[config.mk]
export PLATFORM = sky130hd
export DESIGN_NAME = spfc_ctrl
export DESIGN_NICKNAME = d
export VERILOG_FILES = /design/src/design/spfc_pkg.sv /design/src/design/spfc_ctrl.sv
export SDC_FILE = /design/constraint.sdc
export NUM_CORES = 1
export LEC_CHECK = 0
export CORE_ASPECT_RATIO = 0.75
export CORE_UTILIZATION = 55
export DETAILED_ROUTE_END_ITERATION = 6
export DONT_BUFFER_PORTS = 1
export PLACE_DENSITY = 0.78
export SETUP_SLACK_MARGIN = 0.02
export SLEW_MARGIN = 20
export SYNTH_ARGS = -nofsm -noshare
export SYNTH_HDL_FRONTEND = slang
export SYNTH_SLANG_ARGS = --single-unit
[constraint.sdc]
create_clock -name i_clock -period 2.5 [get_ports i_clock]
set_clock_uncertainty 0.2 [all_clocks]
set_input_delay 0.25 -clock i_clock [delete_from_list [all_inputs] [get_ports i_clock]]
set_output_delay 0.25 -clock i_clock [all_outputs]
set_load 0.03 [all_outputs]
[src/design/spfc_pkg.sv]
// package: register map, field positions and reset values of the per-port forwarding control bank
package spfc_pkg;
    localparam int          ADDR_W        = 8;
    localparam int          DATA_W        = 8;
    localparam int          NPORT         = 3;
    // register offsets
    localparam logic [7:0]  P1_CTRL1_ADDR = 8'h11;
    localparam logic [7:0]  P1_CTRL2_ADDR = 8'h12;
    localparam logic [7:0]  P2_CTRL1_ADDR = 8'h21;
    localparam logic [7:0]  P2_CTRL2_ADDR = 8'h22;
    localparam logic [7:0]  P3_CTRL1_ADDR = 8'h31;
    localparam logic [7:0]  P3_CTRL2_ADDR = 8'h32;
    // default tag registers (vid high nibble / vid low byte)
    localparam logic [7:0]  P1_VIDH_ADDR  = 8'h13;
    localparam logic [7:0]  P1_VIDL_ADDR  = 8'h14;
    localparam logic [7:0]  P2_VIDH_ADDR  = 8'h23;
    localparam logic [7:0]  P2_VIDL_ADDR  = 8'h24;
    localparam logic [7:0]  P3_VIDH_ADDR  = 8'h33;
    localparam logic [7:0]  P3_VIDL_ADDR  = 8'h34;
    localparam logic [7:0]  VIDH_RESET    = 8'h00;
    localparam logic [7:0]  VIDL_RESET    = 8'h01;
    // control-one fields
    localparam int          C1_SNIFFER    = 7;
    localparam int          C1_RX_SNIFF   = 6;
    localparam int          C1_TX_SNIFF   = 5;
    localparam int          C1_DBL_TAG    = 4;
    localparam int          C1_RSVD       = 3;
    localparam logic [7:0]  C1_WMASK      = 8'hff;
    localparam logic [7:0]  C1_RESET_HI   = 8'h00;
    // control-two fields
    localparam int          C2_RSVD       = 7;
    localparam int          C2_ING_FILT   = 6;
    localparam int          C2_DROP_NPV   = 5;
    localparam int          C2_FORCE_FC   = 4;
    localparam int          C2_BP_EN      = 3;
    localparam int          C2_TX_EN      = 2;
    localparam int          C2_RX_EN      = 1;
    localparam int          C2_LRN_DIS    = 0;
    localparam logic [7:0]  C2_WMASK      = 8'h7f;
    localparam logic [7:0]  C2_RESET_FIX  = 8'h06;
endpackage

[src/design/spfc_ctrl.sv]
// per-port mirror, vlan membership, filter and flow control register bank with forwarding decisions
`timescale 1ns/100ps
// Function
// - ctrl1 bit7 makes the port the mirror destination for monitored packets.
// - ctrl1 bit6 marks all packets received on the port as monitored.
// - ctrl1 bit5 marks all packets transmitted on the port as monitored.
// - ctrl1 bit4 adds the ingress default tag to every packet.
// - ctrl1 bits 2..0 are membership mask: bit2 port3, bit1 port2, bit0 port1.
// - received traffic only goes to ports in the ingress membership mask, except mirror copies.
// - reset mask holds own-port one, other bits from straps.
// - ctrl2 bit6 drops packets whose vlan membership excludes the ingress port.
// - ctrl2 bit5 drops packets whose vid differs from the port default vid.
// - ctrl2 bit4 forces flow control on, else autonegotiation result; reset from strap on ports 1 and 2, zero on port 3.
// - port 3 ignores ctrl2 bit4; global register 6 bit 5 governs it.
// - ctrl2 bit3 enables half-duplex back pressure; reset from strap.
// - ctrl2 bit2 permits transmission; resets to one.
// - ctrl2 bit1 permits reception; resets to one.
// - ctrl2 bit0 stops source address learning; resets to zero.
// - control-one registers decode at 0x11, 0x21, 0x31.
// - control-two registers decode at 0x12, 0x22, 0x32.
// - default vid is the 12-bit value of the default tag registers.
module spfc_ctrl (
    input  wire logic                         i_clock,          // 10 MHz system clock
    input  wire logic                         i_reset,          // synchronous, active high
    input  wire logic [spfc_pkg::ADDR_W-1:0]  i_addr,           // register address
    input  wire logic [spfc_pkg::DATA_W-1:0]  i_wdata,          // register write data
    input  wire logic                         i_wr,             // write strobe
    input  wire logic                         i_rd,             // read strobe
    output logic      [spfc_pkg::DATA_W-1:0]  o_rdata,          // read data, cycle after i_rd
    input  wire logic                         i_strap_p1_member_of_p3,   // strap
    input  wire logic                         i_strap_p1_member_of_p2,   // strap
    input  wire logic                         i_strap_p2_member_of_p3,   // strap
    input  wire logic                         i_strap_p2_member_of_p1,   // strap
    input  wire logic                         i_strap_p3_member_of_p2,   // strap
    input  wire logic                         i_strap_p3_member_of_p1,   // strap
    input  wire logic                         i_strap_first_forced_pause,  // strap port 1
    input  wire logic                         i_strap_second_forced_pause, // strap port 2
    input  wire logic                         i_strap_backpressure_on,     // strap all ports
    input  wire logic [2:0]                   i_an_pause,       // autoneg flow control result per port
    input  wire logic                         i_global_p3_fc,   // global register 6 bit 5
    input  wire logic                         i_pkt_valid,      // forwarding lookup request
    input  wire logic [1:0]                   i_pkt_src,        // ingress port index 0..2
    input  wire logic [2:0]                   i_pkt_dst,        // resolved destination ports
    input  wire logic [11:0]                  i_pkt_vid,        // packet vid
    input  wire logic                         i_pkt_tagged,     // packet carries a non-null vid tag
    input  wire logic [2:0]                   i_vlan_member,    // vlan table bits 18..16
    output logic                              o_fwd_valid,      // decision valid (registered)
    output logic      [2:0]                   o_fwd_ports,      // final egress port mask
    output logic                              o_fwd_drop,       // packet discarded
    output logic                              o_fwd_add_tag,    // double tag to add
    output logic      [11:0]                  o_fwd_tag_vid,    // vid of tag/default vid used
    output logic                              o_fwd_learn,      // learn source address
    output logic      [2:0]                   o_flow_ctrl,      // flow control enable per port
    output logic      [2:0]                   o_backpressure,   // back pressure enable per port
    output logic      [2:0]                   o_tx_en,          // transmit gate per port
    output logic      [2:0]                   o_rx_en           // receive gate per port
);
    import spfc_pkg::*;

    // ------------------------------------------------------------
    // register storage
    // ------------------------------------------------------------
    logic [7:0] ctrl1_reg [NPORT];
    logic [7:0] ctrl2_reg [NPORT];
    logic [7:0] vidh_reg  [NPORT];
    logic [7:0] vidl_reg  [NPORT];
    logic [7:0] rdata_reg;
    logic       strap_pend_reg;

    // port index of an address, 3 when no port block matches
    function automatic logic [1:0] port_of(input logic [7:0] a);
        unique case (a[7:4])
            4'h1:    port_of = 2'd0;
            4'h2:    port_of = 2'd1;
            4'h3:    port_of = 2'd2;
            default: port_of = 2'd3;
        endcase
    endfunction

    // 12-bit default vid of a port
    function automatic logic [11:0] port_default_vlan_id(input logic [7:0] hi, input logic [7:0] lo);
        port_default_vlan_id = {hi[3:0], lo};
    endfunction

    logic [1:0] wport;
    logic [3:0] wreg;
    assign wport = port_of(i_addr);
    assign wreg  = i_addr[3:0];

    // ------------------------------------------------------------
    // register writes and strap capture
    // ------------------------------------------------------------
    // straps are caught one clock after reset release, since a synchronous
    // reset branch must load constants only; software writes then win afterwards
    always_ff @(posedge i_clock) begin
        if (i_reset) begin
            strap_pend_reg <= 1'b1;
            for (int p = 0; p < NPORT; p++) begin
                ctrl1_reg[p] <= C1_RESET_HI | (8'h01 << p);
                ctrl2_reg[p] <= C2_RESET_FIX;
                vidh_reg[p]  <= VIDH_RESET;
                vidl_reg[p]  <= VIDL_RESET;
            end
        end else if (strap_pend_reg) begin
            strap_pend_reg <= 1'b0;
            ctrl1_reg[0][2:1] <= {i_strap_p1_member_of_p3, i_strap_p1_member_of_p2};
            ctrl1_reg[1][2]   <= i_strap_p2_member_of_p3;
            ctrl1_reg[1][0]   <= i_strap_p2_member_of_p1;
            ctrl1_reg[2][1:0] <= {i_strap_p3_member_of_p2, i_strap_p3_member_of_p1};
            ctrl2_reg[0][C2_FORCE_FC] <= i_strap_first_forced_pause;
            ctrl2_reg[1][C2_FORCE_FC] <= i_strap_second_forced_pause;
            for (int p = 0; p < NPORT; p++) begin
                ctrl2_reg[p][C2_BP_EN] <= i_strap_backpressure_on;
            end
        end else if (i_wr && wport != 2'd3) begin
            unique case (wreg)
                4'h1: ctrl1_reg[wport] <= i_wdata & C1_WMASK;
                4'h2: ctrl2_reg[wport] <= i_wdata & C2_WMASK;
                4'h3: vidh_reg[wport]  <= i_wdata;
                4'h4: vidl_reg[wport]  <= i_wdata;
                default: ;
            endcase
        end
    end

    // ------------------------------------------------------------
    // register read
    // ------------------------------------------------------------
    // unmapped addresses read zero
    always_ff @(posedge i_clock) begin
        if (i_reset) begin
            rdata_reg <= 8'h00;
        end else if (i_rd) begin
            rdata_reg <= 8'h00;
            if (wport != 2'd3) begin
                unique case (wreg)
                    4'h1: rdata_reg <= ctrl1_reg[wport];
                    4'h2: rdata_reg <= ctrl2_reg[wport];
                    4'h3: rdata_reg <= vidh_reg[wport];
                    4'h4: rdata_reg <= vidl_reg[wport];
                    default: rdata_reg <= 8'h00;
                endcase
            end
        end
    end
    assign o_rdata = rdata_reg;

    // ------------------------------------------------------------
    // per-port static controls
    // ------------------------------------------------------------
    always_comb begin
        for (int p = 0; p < NPORT; p++) begin
            o_backpressure[p] = ctrl2_reg[p][C2_BP_EN];
            o_tx_en[p]        = ctrl2_reg[p][C2_TX_EN];
            o_rx_en[p]        = ctrl2_reg[p][C2_RX_EN];
        end
        o_flow_ctrl[0] = ctrl2_reg[0][C2_FORCE_FC] | i_an_pause[0];
        o_flow_ctrl[1] = ctrl2_reg[1][C2_FORCE_FC] | i_an_pause[1];
        // port 3 bit has no meaning; the global bit forces it instead
        o_flow_ctrl[2] = i_global_p3_fc | i_an_pause[2];
    end

    // ------------------------------------------------------------
    // forwarding decision, one register stage
    // ------------------------------------------------------------
    logic [1:0]  src;
    logic [7:0]  sc1, sc2;
    logic [11:0] src_port_default_vlan_id;
    logic [2:0]  mirror_ports, sniff_tx, norm_ports, rx_ok, d_ports;
    logic        d_drop;

    assign src      = (i_pkt_src > 2'd2) ? 2'd2 : i_pkt_src;
    assign sc1      = ctrl1_reg[src];
    assign sc2      = ctrl2_reg[src];
    assign src_port_default_vlan_id = port_default_vlan_id(vidh_reg[src], vidl_reg[src]);

    always_comb begin
        for (int p = 0; p < NPORT; p++) begin
            mirror_ports[p] = ctrl1_reg[p][C1_SNIFFER];
            sniff_tx[p]     = ctrl1_reg[p][C1_TX_SNIFF];
            rx_ok[p]        = ctrl2_reg[p][C2_TX_EN];
        end
        // membership mask limits the normal destinations, never the source itself
        norm_ports = i_pkt_dst & sc1[2:0] & ~(3'b001 << src);
        d_drop = ~sc2[C2_RX_EN]
               | (sc2[C2_ING_FILT] & ~i_vlan_member[src])
               | (sc2[C2_DROP_NPV] & i_pkt_tagged & (i_pkt_vid != src_port_default_vlan_id));
        // mirror copy is added on top of normal forwarding
        d_ports = norm_ports;
        if (sc1[C1_RX_SNIFF] || (|(norm_ports & sniff_tx))) begin
            d_ports = norm_ports | (mirror_ports & ~(3'b001 << src));
        end
        d_ports = d_drop ? 3'b000 : (d_ports & rx_ok);
    end

    always_ff @(posedge i_clock) begin
        if (i_reset) begin
            o_fwd_valid   <= 1'b0;
            o_fwd_ports   <= 3'b000;
            o_fwd_drop    <= 1'b0;
            o_fwd_add_tag <= 1'b0;
            o_fwd_tag_vid <= 12'h000;
            o_fwd_learn   <= 1'b0;
        end else begin
            o_fwd_valid   <= i_pkt_valid;
            o_fwd_ports   <= i_pkt_valid ? d_ports : 3'b000;
            o_fwd_drop    <= i_pkt_valid & d_drop;
            o_fwd_add_tag <= i_pkt_valid & sc1[C1_DBL_TAG];
            o_fwd_tag_vid <= src_port_default_vlan_id;
            o_fwd_learn   <= i_pkt_valid & ~d_drop & ~sc2[C2_LRN_DIS];
        end
    end

    // ------------------------------------------------------------
    // assertions
    // ------------------------------------------------------------
    property p_mask_limit;
        @(posedge i_clock) disable iff (i_reset)
        (i_pkt_valid && !sc1[C1_RX_SNIFF] && !(|(i_pkt_dst & sniff_tx)))
            |=> ((o_fwd_ports & ~$past(sc1[2:0])) == 3'b000);
    endproperty
    a_mask_limit: assert property (p_mask_limit) else $error("forwarded outside mask");

    property p_rx_sniff;
        @(posedge i_clock) disable iff (i_reset)
        (i_pkt_valid && sc1[C1_RX_SNIFF] && !d_drop)
            |=> ((o_fwd_ports & ($past(mirror_ports & rx_ok) & ~(3'b001 << $past(src)))) ==
                 ($past(mirror_ports & rx_ok) & ~(3'b001 << $past(src))));
    endproperty
    a_rx_sniff: assert property (p_rx_sniff) else $error("mirror copy missing");

    property p_filter;
        @(posedge i_clock) disable iff (i_reset)
        (i_pkt_valid && sc2[C2_ING_FILT] && !i_vlan_member[src]) |=> o_fwd_drop && o_fwd_ports == 3'b000;
    endproperty
    a_filter: assert property (p_filter) else $error("vlan filter miss");

    property p_npvid;
        @(posedge i_clock) disable iff (i_reset)
        (i_pkt_valid && sc2[C2_DROP_NPV] && i_pkt_tagged && i_pkt_vid != src_port_default_vlan_id) |=> o_fwd_drop;
    endproperty
    a_npvid: assert property (p_npvid) else $error("non default vid kept");

    property p_learn;
        @(posedge i_clock) disable iff (i_reset)
        (i_pkt_valid && sc2[C2_LRN_DIS]) |=> !o_fwd_learn;
    endproperty
    a_learn: assert property (p_learn) else $error("learned while disabled");

    property p_dbl_tag;
        @(posedge i_clock) disable iff (i_reset)
        i_pkt_valid |=> (o_fwd_add_tag == $past(sc1[C1_DBL_TAG])) && (o_fwd_tag_vid == $past(src_port_default_vlan_id));
    endproperty
    a_dbl_tag: assert property (p_dbl_tag) else $error("double tag mismatch");

    property p_p3_fc;
        @(posedge i_clock) disable iff (i_reset)
        (!i_global_p3_fc && !i_an_pause[2]) |-> !o_flow_ctrl[2];
    endproperty
    a_p3_fc: assert property (p_p3_fc) else $error("port 3 flow control wrong");

    property p_fc_force;
        @(posedge i_clock) disable iff (i_reset)
        ctrl2_reg[0][C2_FORCE_FC] |-> o_flow_ctrl[0];
    endproperty
    a_fc_force: assert property (p_fc_force) else $error("forced flow control off");

    property p_rd_ctrl2;
        @(posedge i_clock) disable iff (i_reset)
        (i_wr && !strap_pend_reg && i_addr == P2_CTRL2_ADDR) ##1 (i_rd && i_addr == P2_CTRL2_ADDR)
            |=> o_rdata == ($past(i_wdata, 2) & C2_WMASK);
    endproperty
    a_rd_ctrl2: assert property (p_rd_ctrl2) else $error("ctrl2 readback wrong");

    property p_own_bit;
        @(posedge i_clock) disable iff (i_reset)
        $fell(strap_pend_reg) |-> ctrl1_reg[0][0] && ctrl1_reg[1][1] && ctrl1_reg[2][2];
    endproperty
    a_own_bit: assert property (p_own_bit) else $error("own membership bit clear");

    // ------------------------------------------------------------
    // gate and forwarding guards
    // ------------------------------------------------------------

    // a packet never goes back out of its ingress port
    property p_no_src;
        @(posedge i_clock) disable iff (i_reset)
        i_pkt_valid |=> ((o_fwd_ports & (3'b001 << $past(src))) == 3'b000);
    endproperty
    a_no_src: assert property (p_no_src) else $error("sent back to ingress");

    // blocked egress ports get nothing, mirror copies included
    property p_tx_gate;
        @(posedge i_clock) disable iff (i_reset)
        i_pkt_valid |=> ((o_fwd_ports & ~$past(rx_ok)) == 3'b000);
    endproperty
    a_tx_gate: assert property (p_tx_gate) else $error("blocked port used");

    // a port with reception off drops everything it hears
    property p_rx_gate;
        @(posedge i_clock) disable iff (i_reset)
        (i_pkt_valid && !sc2[C2_RX_EN]) |=> o_fwd_drop && o_fwd_ports == 3'b000;
    endproperty
    a_rx_gate: assert property (p_rx_gate) else $error("rx gate ignored");

    // transmit sniff on a destination adds the mirror copy
    property p_tx_sniff;
        @(posedge i_clock) disable iff (i_reset)
        (i_pkt_valid && !d_drop && |(norm_ports & sniff_tx))
            |=> ((o_fwd_ports & $past(mirror_ports & rx_ok & ~(3'b001 << src))) ==
                 $past(mirror_ports & rx_ok & ~(3'b001 << src)));
    endproperty
    a_tx_sniff: assert property (p_tx_sniff) else $error("tx mirror missing");

    // mirroring adds ports, it never takes normal ones away
    property p_keep_norm;
        @(posedge i_clock) disable iff (i_reset)
        (i_pkt_valid && !d_drop) |=> ((o_fwd_ports & $past(norm_ports & rx_ok)) == $past(norm_ports & rx_ok));
    endproperty
    a_keep_norm: assert property (p_keep_norm) else $error("normal port lost");

    // a dropped packet goes nowhere and teaches nothing
    property p_drop_quiet;
        @(posedge i_clock) disable iff (i_reset)
        o_fwd_drop |-> (o_fwd_ports == 3'b000) && !o_fwd_learn;
    endproperty
    a_drop_quiet: assert property (p_drop_quiet) else $error("dropped packet leaked");

    // packets that are not dropped learn while the disable bit is clear
    property p_learn_on;
        @(posedge i_clock) disable iff (i_reset)
        (i_pkt_valid && !d_drop && !sc2[C2_LRN_DIS]) |=> o_fwd_learn;
    endproperty
    a_learn_on: assert property (p_learn_on) else $error("learning missing");

    // the global bit alone forces port 3 flow control
    property p_p3_global;
        @(posedge i_clock) disable iff (i_reset)
        i_global_p3_fc |-> o_flow_ctrl[2];
    endproperty
    a_p3_global: assert property (p_p3_global) else $error("port 3 global ignored");

    // the ctrl2 reserved bit can never be written to one
    property p_rsvd_zero;
        @(posedge i_clock) disable iff (i_reset)
        !i_reset |=> !ctrl2_reg[0][C2_RSVD] && !ctrl2_reg[1][C2_RSVD] && !ctrl2_reg[2][C2_RSVD];
    endproperty
    a_rsvd_zero: assert property (p_rsvd_zero) else $error("reserved bit set");

    c_drop:   cover property (@(posedge i_clock) disable iff (i_reset) o_fwd_drop);
    c_mirror: cover property (@(posedge i_clock) disable iff (i_reset)
                              i_pkt_valid && sc1[C1_RX_SNIFF] && |mirror_ports);
    c_wr_rd:  cover property (@(posedge i_clock) disable iff (i_reset) i_wr ##1 i_rd);
    c_tx_snf: cover property (@(posedge i_clock) disable iff (i_reset) i_pkt_valid && |(norm_ports & sniff_tx));
    c_strap:  cover property (@(posedge i_clock) disable iff (i_reset) $fell(strap_pend_reg));
endmodule

== After elaboration in Yosys (flattened, before gate mapping) ==
Memories as Yosys holds them, arrays and structs flattened.
Cells that the tools add are included.
W data, S select, Z words.
Storage, ports and cells
  flip-flop bits (word level): 28
  bits in writable memories: 93
  memories: 4
Memories
  ctrl1_reg: words 3, bits a word 8, read ports 5, clocked after memory_dff 0, write ports 3, RTL line spfc_ctrl.sv:63  | logic [7:0] ctrl1_reg [NPORT];
  vidh_reg: words 3, bits a word 8, read ports 2, clocked after memory_dff 0, write ports 3, RTL line spfc_ctrl.sv:65  | logic [7:0] vidh_reg [NPORT];
  vidl_reg: words 3, bits a word 8, read ports 2, clocked after memory_dff 0, write ports 3, RTL line spfc_ctrl.sv:66  | logic [7:0] vidl_reg [NPORT];
  ctrl2_reg: words 3, bits a word 7, read ports 5, clocked after memory_dff 0, write ports 3, RTL line spfc_ctrl.sv:64  | logic [7:0] ctrl2_reg [NPORT];
Cells by class
  magnitude comparators: 2
  equal/unequal tests: 9
  shifts and indexed selects: 1
  muxes and demuxes: 53
  bitwise logic cells: 33
  reductions and logical operators: 8
Operator list (number)
  $mux W1: 35
  $mux W8: 4
  $pmux W8 S4: 1
  $reduce_or A8 Y1: 3
  $eq A4 B2 Y1 const B: 4
  $mux W2: 8
  $and A3 B3 Y3: 5
  $or A1 B1 Y1: 14
  $ne A12 B12 Y1: 1
  $eq A4 B1 Y1 const B: 2
  $and A1 B1 Y1: 7
  $mux W7: 1
  $reduce_or A7 Y1: 1
  $mux W3: 2
  $pmux W2 S3: 1
  $reduce_or A3 Y1: 2
  $not A1 Y1: 5
  $eq A4 B3 Y1 const B: 1
  $lt A2 B3 Y1 const B: 1
  $not A3 Y3: 1
  $or A3 B3 Y3: 1
  $shl A1 B2 Y3 const A: 1
  $bmux W1 S2: 1
  $gt A2 B2 Y1 const B: 1
  3 further kinds: 3

== Logic depth before layout (Yosys ltp) ==
Gate-level depths: netlist (run 1).
  depth in word-level cells: 11
  gate-level depth with buffers: 8

== Least setup slack after synthesis (run 1) ==
Ideal clock, no wire load.
  kind: input to register
  from: input port i_addr[4] in the netlist's numbering
  to: register rdata_reg[0], in the netlist o_rdata[0]
  setup time: 0.114 ns
  data arrival time: 1.901 ns
  data required time: 2.186 ns
  path slack: 0.285 ns
  stages on the path: 8
  path buffers: 3
  cell sequence: buf_2 > and2_1 > clkbuf_1 > buf_2 > mux4_2 > a22oi_1 > a21oi_1 > a21o_1
Between the ends
  longest elaborated chain between the ends: 5
  elaborated cells between the ends (all ways): 11
  classes of those cells: 4 x eq/ne; 3 x mux; 4 x memory
RTL lines
  from (decl): RTL line spfc_ctrl.sv:25  | input wire logic [spfc_pkg::ADDR_W-1:0] i_addr,
  $eq A4 B2 Y1 or $eq A4 B1 Y1 (tied branches): RTL line spfc_ctrl.sv:72  | unique case (a[7:4])
  $pmux W2 S3 (*): RTL line spfc_ctrl.sv:72
  $mem_v2 Z3 W8 (tied with other cells)
  $pmux W8 S4: RTL line spfc_ctrl.sv:136  | unique case (wreg)
  $mux W8 (*): RTL line spfc_ctrl.sv:135  | if (wport != 2'd3) begin
  to (signal assigned): RTL line spfc_ctrl.sv:137  | 4'h1: rdata_reg <= ctrl1_reg[wport];
  to (signal assigned): RTL line spfc_ctrl.sv:138  | 4'h2: rdata_reg <= ctrl2_reg[wport];
  to (signal assigned): RTL line spfc_ctrl.sv:139  | 4'h3: rdata_reg <= vidh_reg[wport];
  to (decl): RTL line spfc_ctrl.sv:67  | logic [7:0] rdata_reg;
Every way passes the cells marked *; elsewhere a longest branch is shown, timed or not.
A chain may end at the register's enable or synchronous reset.

==> results.cfg, run 1 <==
[worst_setup_path]
rrSetupSlack_ns = 0.12
cp.arrival_ns = 2.53
cp-end-kind = flop
start_kind = flop
worstSetupPathType = flop to flop
worstRegToRegCells = 6
rr_startpoint = vidh_reg[1][0]$_SDFFCE_PN0P_
reg2reg_to = o_fwd_ports[1]$_SDFF_PP0_
cp_data_required_time_ns = 2.65
crit_path_max_fanout = 4

[timing]
worst_slew_pin_slew_ns = 1.043
fin_crit_ns = 2.378
hold_viol_final = 0
setup_viol = 0
drv_slew = 0
max_freq_ghz = 0.4205
rsz0062_at_grt = false
period_share_pct = 95.13
fin_tns_setup_ns = 0
slew_headroom_pct = 30.41

[route]
first_pass_iters = 7
vias = 5079
wirelength_mm = 19.93
viasPerCell = 6.512
post_drt_wl_per_cell_um = 25.56
ant_nets = 0
drtIter0Drc = 688
drc = 0

[power_and_ir_drop]
power_leakage_nw = 3.222
peakVddDrop_v = 0.0005409
power_density_nw_per_um2 = 685.7

[grt]
grt_antenna_before_repair = 0
grt_pass1_vias = 4980
use_met3_pct = 11.26
grt.total_usage_pct = 30.59
met1_usage_pct = 39.55
grtUsageMet2_pct = 47.38
overflow = 0
grt_start_max_net_pins = 32
grt.busiest_layer = met2
grt_pass1_wl_mm = 29.35

[yosys]
synthTopCellsByArea = edfxtp_1 (51%), mux4_2 (9.6%), dfxtp_1 (7.7%)
synth_common_cells = edfxtp_1 (124), and3_1 (40), nor2_1 (33)
yosysMostFrequentCell = edfxtp_1
yosysWarnings = 0
synth_top_area_share_pct = 51.26
synth_edf_count = 124
yosys.area.top_type = edfxtp_1
ys_seq_area_share_pct = 58.97
synthCells = 545
synth.avg_cell_area_um2 = 13.33
ys_ff_latch = 152
syn_area_um2 = 7264
async_flop_share_pct = 0
ys_types = 47
ys.flop_type = edfxtp_1

[min_path]
min_path_cells = 3
worstHoldStart = i_reset
whs_endpoint = ctrl2_reg[2][3]$_DFFE_PP_
min_path_type = input pin to flop

[cts]
cts_root_buf = clkbuf_16
insertion_delay_ns = 0.43
cts_sinks = 152
numCtsBuffers = 17
cts_tree = built
clkTransAtPathRegs_ns = 0.06
clock_path_buffers = 2
htreeDepth = 4

[final_layout]
n_antenna_cell = 0
fin_nets = 656
area_delta_synth_final_pct = 15.78
drive_gt1_share_pct = 18.24
final-seq-area_um2 = 4284
fin_util_pct = 66.92
fill_cells = 886
multi_input_area_um2 = 2855

[place]
routabilityCongestion = 0.8959
portBuffers = 0
dp_hpwl_mm = 13.32

[die]
ios = 94
fp.dieW_um = 134.7
die_y_um = 101.5
initial_core_util_pct = 57.80
fp-row-count = 35
dieArea_um2 = 13680
core-area_um2 = 12570

[job]
drv_cap = 0

[run_status]
status = finished, final reports clean
-- placed cells by master (no fill, tap or decap), types with 6 or more instances in the layout --
cell and count:
nand2b_1 13, nor2_1 33, nor3_1 16, a211o_1 8, nand2_1 19, mux2i_1 7, a21o_1 10, and3_1 40
dlygate4sd3_1 29, conb_1 31, clkbuf_16 17, a22o_1 16, edfxtp_1 124, mux2_2 7, a22oi_1 15, xnor2_1 6
o21ai_0 6, buf_4 20, mux4_2 31, or2_2 11, o211ai_1 10, dfxtp_1 28, a21oi_1 28, and2_1 27
-- logic make-up after synthesis --
group                  share of synthesized area, %
XOR/XNOR                                     0.7234
multiplexers                                  12.83
buffers and inverters                         3.410
flip-flops                                    58.97
other                                       0.05162
AND/OR/NAND/NOR                               14.21
AO/OA/AOI/OAI                                 9.800
-- routing by layer --
layer	part of all wire, %	up-vias	wire length [um]
met5	0	-	0
met4	2.9	0	573
met3	14	49	2835
met2	46	396	9127
met1	37	2466	7396
li1	-	2168	-
-- worst max-delay path: stages (launching register included) --
cell	delay (ns)
edfxtp_1	0.39
mux2_1	0.32
mux2i_2	0.33
xnor2_1	0.13
nor4_2	0.51
a31oi_2	0.23
nor3b_2	0.19
-- cell type report --
cell class                 instances  area share [%]
multi-input combinational        372           33.95
timing repair buffer              53           6.010
clock inverter                    13           1.265
tap                              166           2.469
sequential                       152           50.94
inverter                           5          0.2231
clock buffer                      19           5.147
-- where the power goes --
part           internal (mW)  switching, mW  total, mW
sequential              2.84         0.0907       2.93
clock                   1.36           1.01       2.37
combinational          0.206          0.260      0.467
total                   4.41           1.36       5.77
-- through the flow --
step	instances	worst slack, ns	total power, mW	instance area (um2)	hold WS [ns]
3_3_place_gp	717	0.1695	3.356	7552	0.08015
4_1_cts	780	0.04187	5.767	8402	0.008125
2_1_floorplan	575	0.2852	3.285	7377	0.07772
6_report	780	0.1217	5.767	8411	0.02931
5_1_grt	780	0.04882	5.908	8411	0.01427
3_5_place_dp	717	0.1090	3.366	7552	0.08157
-- what timing repair did --
action / 4_1_cts / 5_1_grt
gates resized for setup: 0 / 3
hold buffers: 31 / 0
setup buffers: 0 / 0
setup endpoints to repair: 0 / 4
hold endpoints to repair: 133 / 0
-- worst max path at each step --
stage,from,endpoint,depth (start not counted)
global route,vidh_reg[1][0]$_SDFFCE_PN0P_,o_fwd_ports[1]$_SDFF_PP0_,6
global placement,vidh_reg[1][0]$_SDFFCE_PN0P_,o_fwd_ports[0]$_SDFF_PP0_,6
finish,vidh_reg[1][0]$_SDFFCE_PN0P_,o_fwd_ports[1]$_SDFF_PP0_,6
CTS,i_pkt_src[0],o_fwd_ports[1]$_SDFF_PP0_,7
detailed placement,vidh_reg[1][0]$_SDFFCE_PN0P_,o_fwd_ports[1]$_SDFF_PP0_,6
floorplan,i_addr[4],o_rdata[0]$_SDFFE_PP0P_,8
(Power assumes the default switching activity.)
==> inputs of run 2 (changes only) <==
Settings changed: BUFFER_PORTS_ARGS set to -buffer_cell sky130_fd_sc_hd__buf_2, DONT_BUFFER_PORTS 1 to unset, PLACE_DENSITY 0.78 to 0.84.
==> results.cfg, run 2 (synthesized netlist as in run 1, its figures left out) <==
[route]
ant_nets = 0
first_pass_iters = 5
drc = 0
post_drt_wl_per_cell_um = 23.52
viasPerCell = 6.411
drtIter0Drc = 830
vias = 5526
wirelength_mm = 20.28

[timing]
drv_slew = 0
period_share_pct = 95.23
max_freq_ghz = 0.4201
slew_headroom_pct = 34.63
fin_tns_setup_ns = 0
setup_viol = 0
rsz0062_at_grt = false
hold_viol_final = 0
fin_crit_ns = 2.381
worst_slew_pin_slew_ns = 0.9770

[place]
dp_hpwl_mm = 14.50
place_area_um2 = 8070
portBuffers = 93
routabilityCongestion = 0.9309

[cts]
htreeDepth = 4
cts_sinks = 152
clkTransAtPathRegs_ns = 0.06
post_cts_resized = 0
numCtsBuffers = 17
cts_tree = built
clock_path_buffers = 2
cts_root_buf = clkbuf_16
insertion_delay_ns = 0.43

[die]
initial_core_util_pct = 57.80
die_y_um = 101.5
ios = 94
core-area_um2 = 12570
fp-row-count = 35
fp.dieW_um = 134.7
dieArea_um2 = 13680

[final_layout]
fin_area_um2 = 8796
n_antenna_cell = 0
fin_util_pct = 69.99
area_delta_synth_final_pct = 21.08
fin_nets = 738
drive_gt1_share_pct = 30.17
final_cell_mix = edfxtp_1 (124), buf_2 (93), and3_1 (40)
layout.cells.most_common = edfxtp_1

[worst_setup_path]
start_kind = flop
cp_data_required_time_ns = 2.41
cp-end-kind = flop
crit_path_max_fanout = 9
cp.arrival_ns = 2.29
worstSetupPathType = flop to flop

[grt]
grt_start_max_net_pins = 32
grtUsageMet2_pct = 50.12
met1_usage_pct = 41.82
overflow = 0
grt_antenna_before_repair = 0
grt_pass1_vias = 5389
grt.busiest_layer = met2
grt_pass1_wl_mm = 30.71
use_met3_pct = 8.158
grt.total_usage_pct = 31.63

[min_path]
min_path_type = input pin to flop

[job]
drv_cap = 0

[power_and_ir_drop]
power_density_nw_per_um2 = 692.5
power_leakage_nw = 3.587
peakVddDrop_v = 0.0004485

[run_status]
status = finished, final reports clean
run 2: cell count changes in the layout (fill, tap and decap cells not counted), moves of 3 or more:
| cell | before | now |
|---|---|---|
| buf_2 | 0 | 93 |
| buf_4 | 20 | 27 |
| clkbuf_1 | 2 | 5 |
| dlygate4sd3_1 | 29 | 13 |
run 2: metal layers:
metal / wire length [um] / part of all wire, %
met5: 0 / 0
met4: 703 / 3.5
met3: 2560 / 13
met2: 9414 / 46
met1: 7599 / 37
run 2: worst paths after layout:
| kind | start | endpoint | slack [ns] | cells past startpoint |
|---|---|---|---|---|
| setup / recovery | strap_pend_reg$_DFF_P_ | ctrl1_reg[2][7]$_DFFE_PP_ | 0.12 | 5 |
| hold / removal | i_wdata[4] | ctrl1_reg[3][4]$_DFFE_PP_ | 0.03 | 1 |
| setup reg to reg | strap_pend_reg$_DFF_P_ | ctrl1_reg[2][7]$_DFFE_PP_ | 0.12 | 5 |
| hold reg to reg | o_rdata[2]$_SDFFE_PP0P_ | o_rdata[2]$_SDFFE_PP0P_ | 0.26 | 1 |
run 2: power by group:
group | leakage (nW) | switching, mW | internal (mW)
combinational | 1.79 | 0.348 | 0.238
clock | 0.284 | 0.988 | 1.62
sequential | 1.52 | 0.0532 | 2.84
run 2: what timing repair did:
action                                 in CTS  in global routing
hold buffers                               13                  0
setup buffers                               0                  0
endpoints found under the hold margin      26                  0
run 2: critical path: stages (launching register included):
cell and delay (ns):
dfxtp_1 0.31, nor2_1 0.20, and3_1 0.26, nand3_1 0.37, nor2_1 0.40, or2_2 0.33
run 2: final cells by class:
type                    count  area, um2
well taps                 166      207.7
multi-input cells         372       2851
flip-flops and latches    152       4284
clock inverters             8      123.9
fillers                   822       3772
repair buffers            135      838.3
inverters                   5      18.77
clock buffers              24      471.7
run 2: stage by stage:
step	hold WS, ns	worst slack, ns	total power, mW	cells
after floorplan	0.07772	0.2852	3.285	575
after global placement	0.2317	0.08609	3.477	817
after detailed placement	0.2413	0.03689	3.496	817
after CTS	0.009175	0.1888	6.081	862
after global routing	0.02596	0.06181	6.245	862
final	0.02512	0.1193	6.091	862
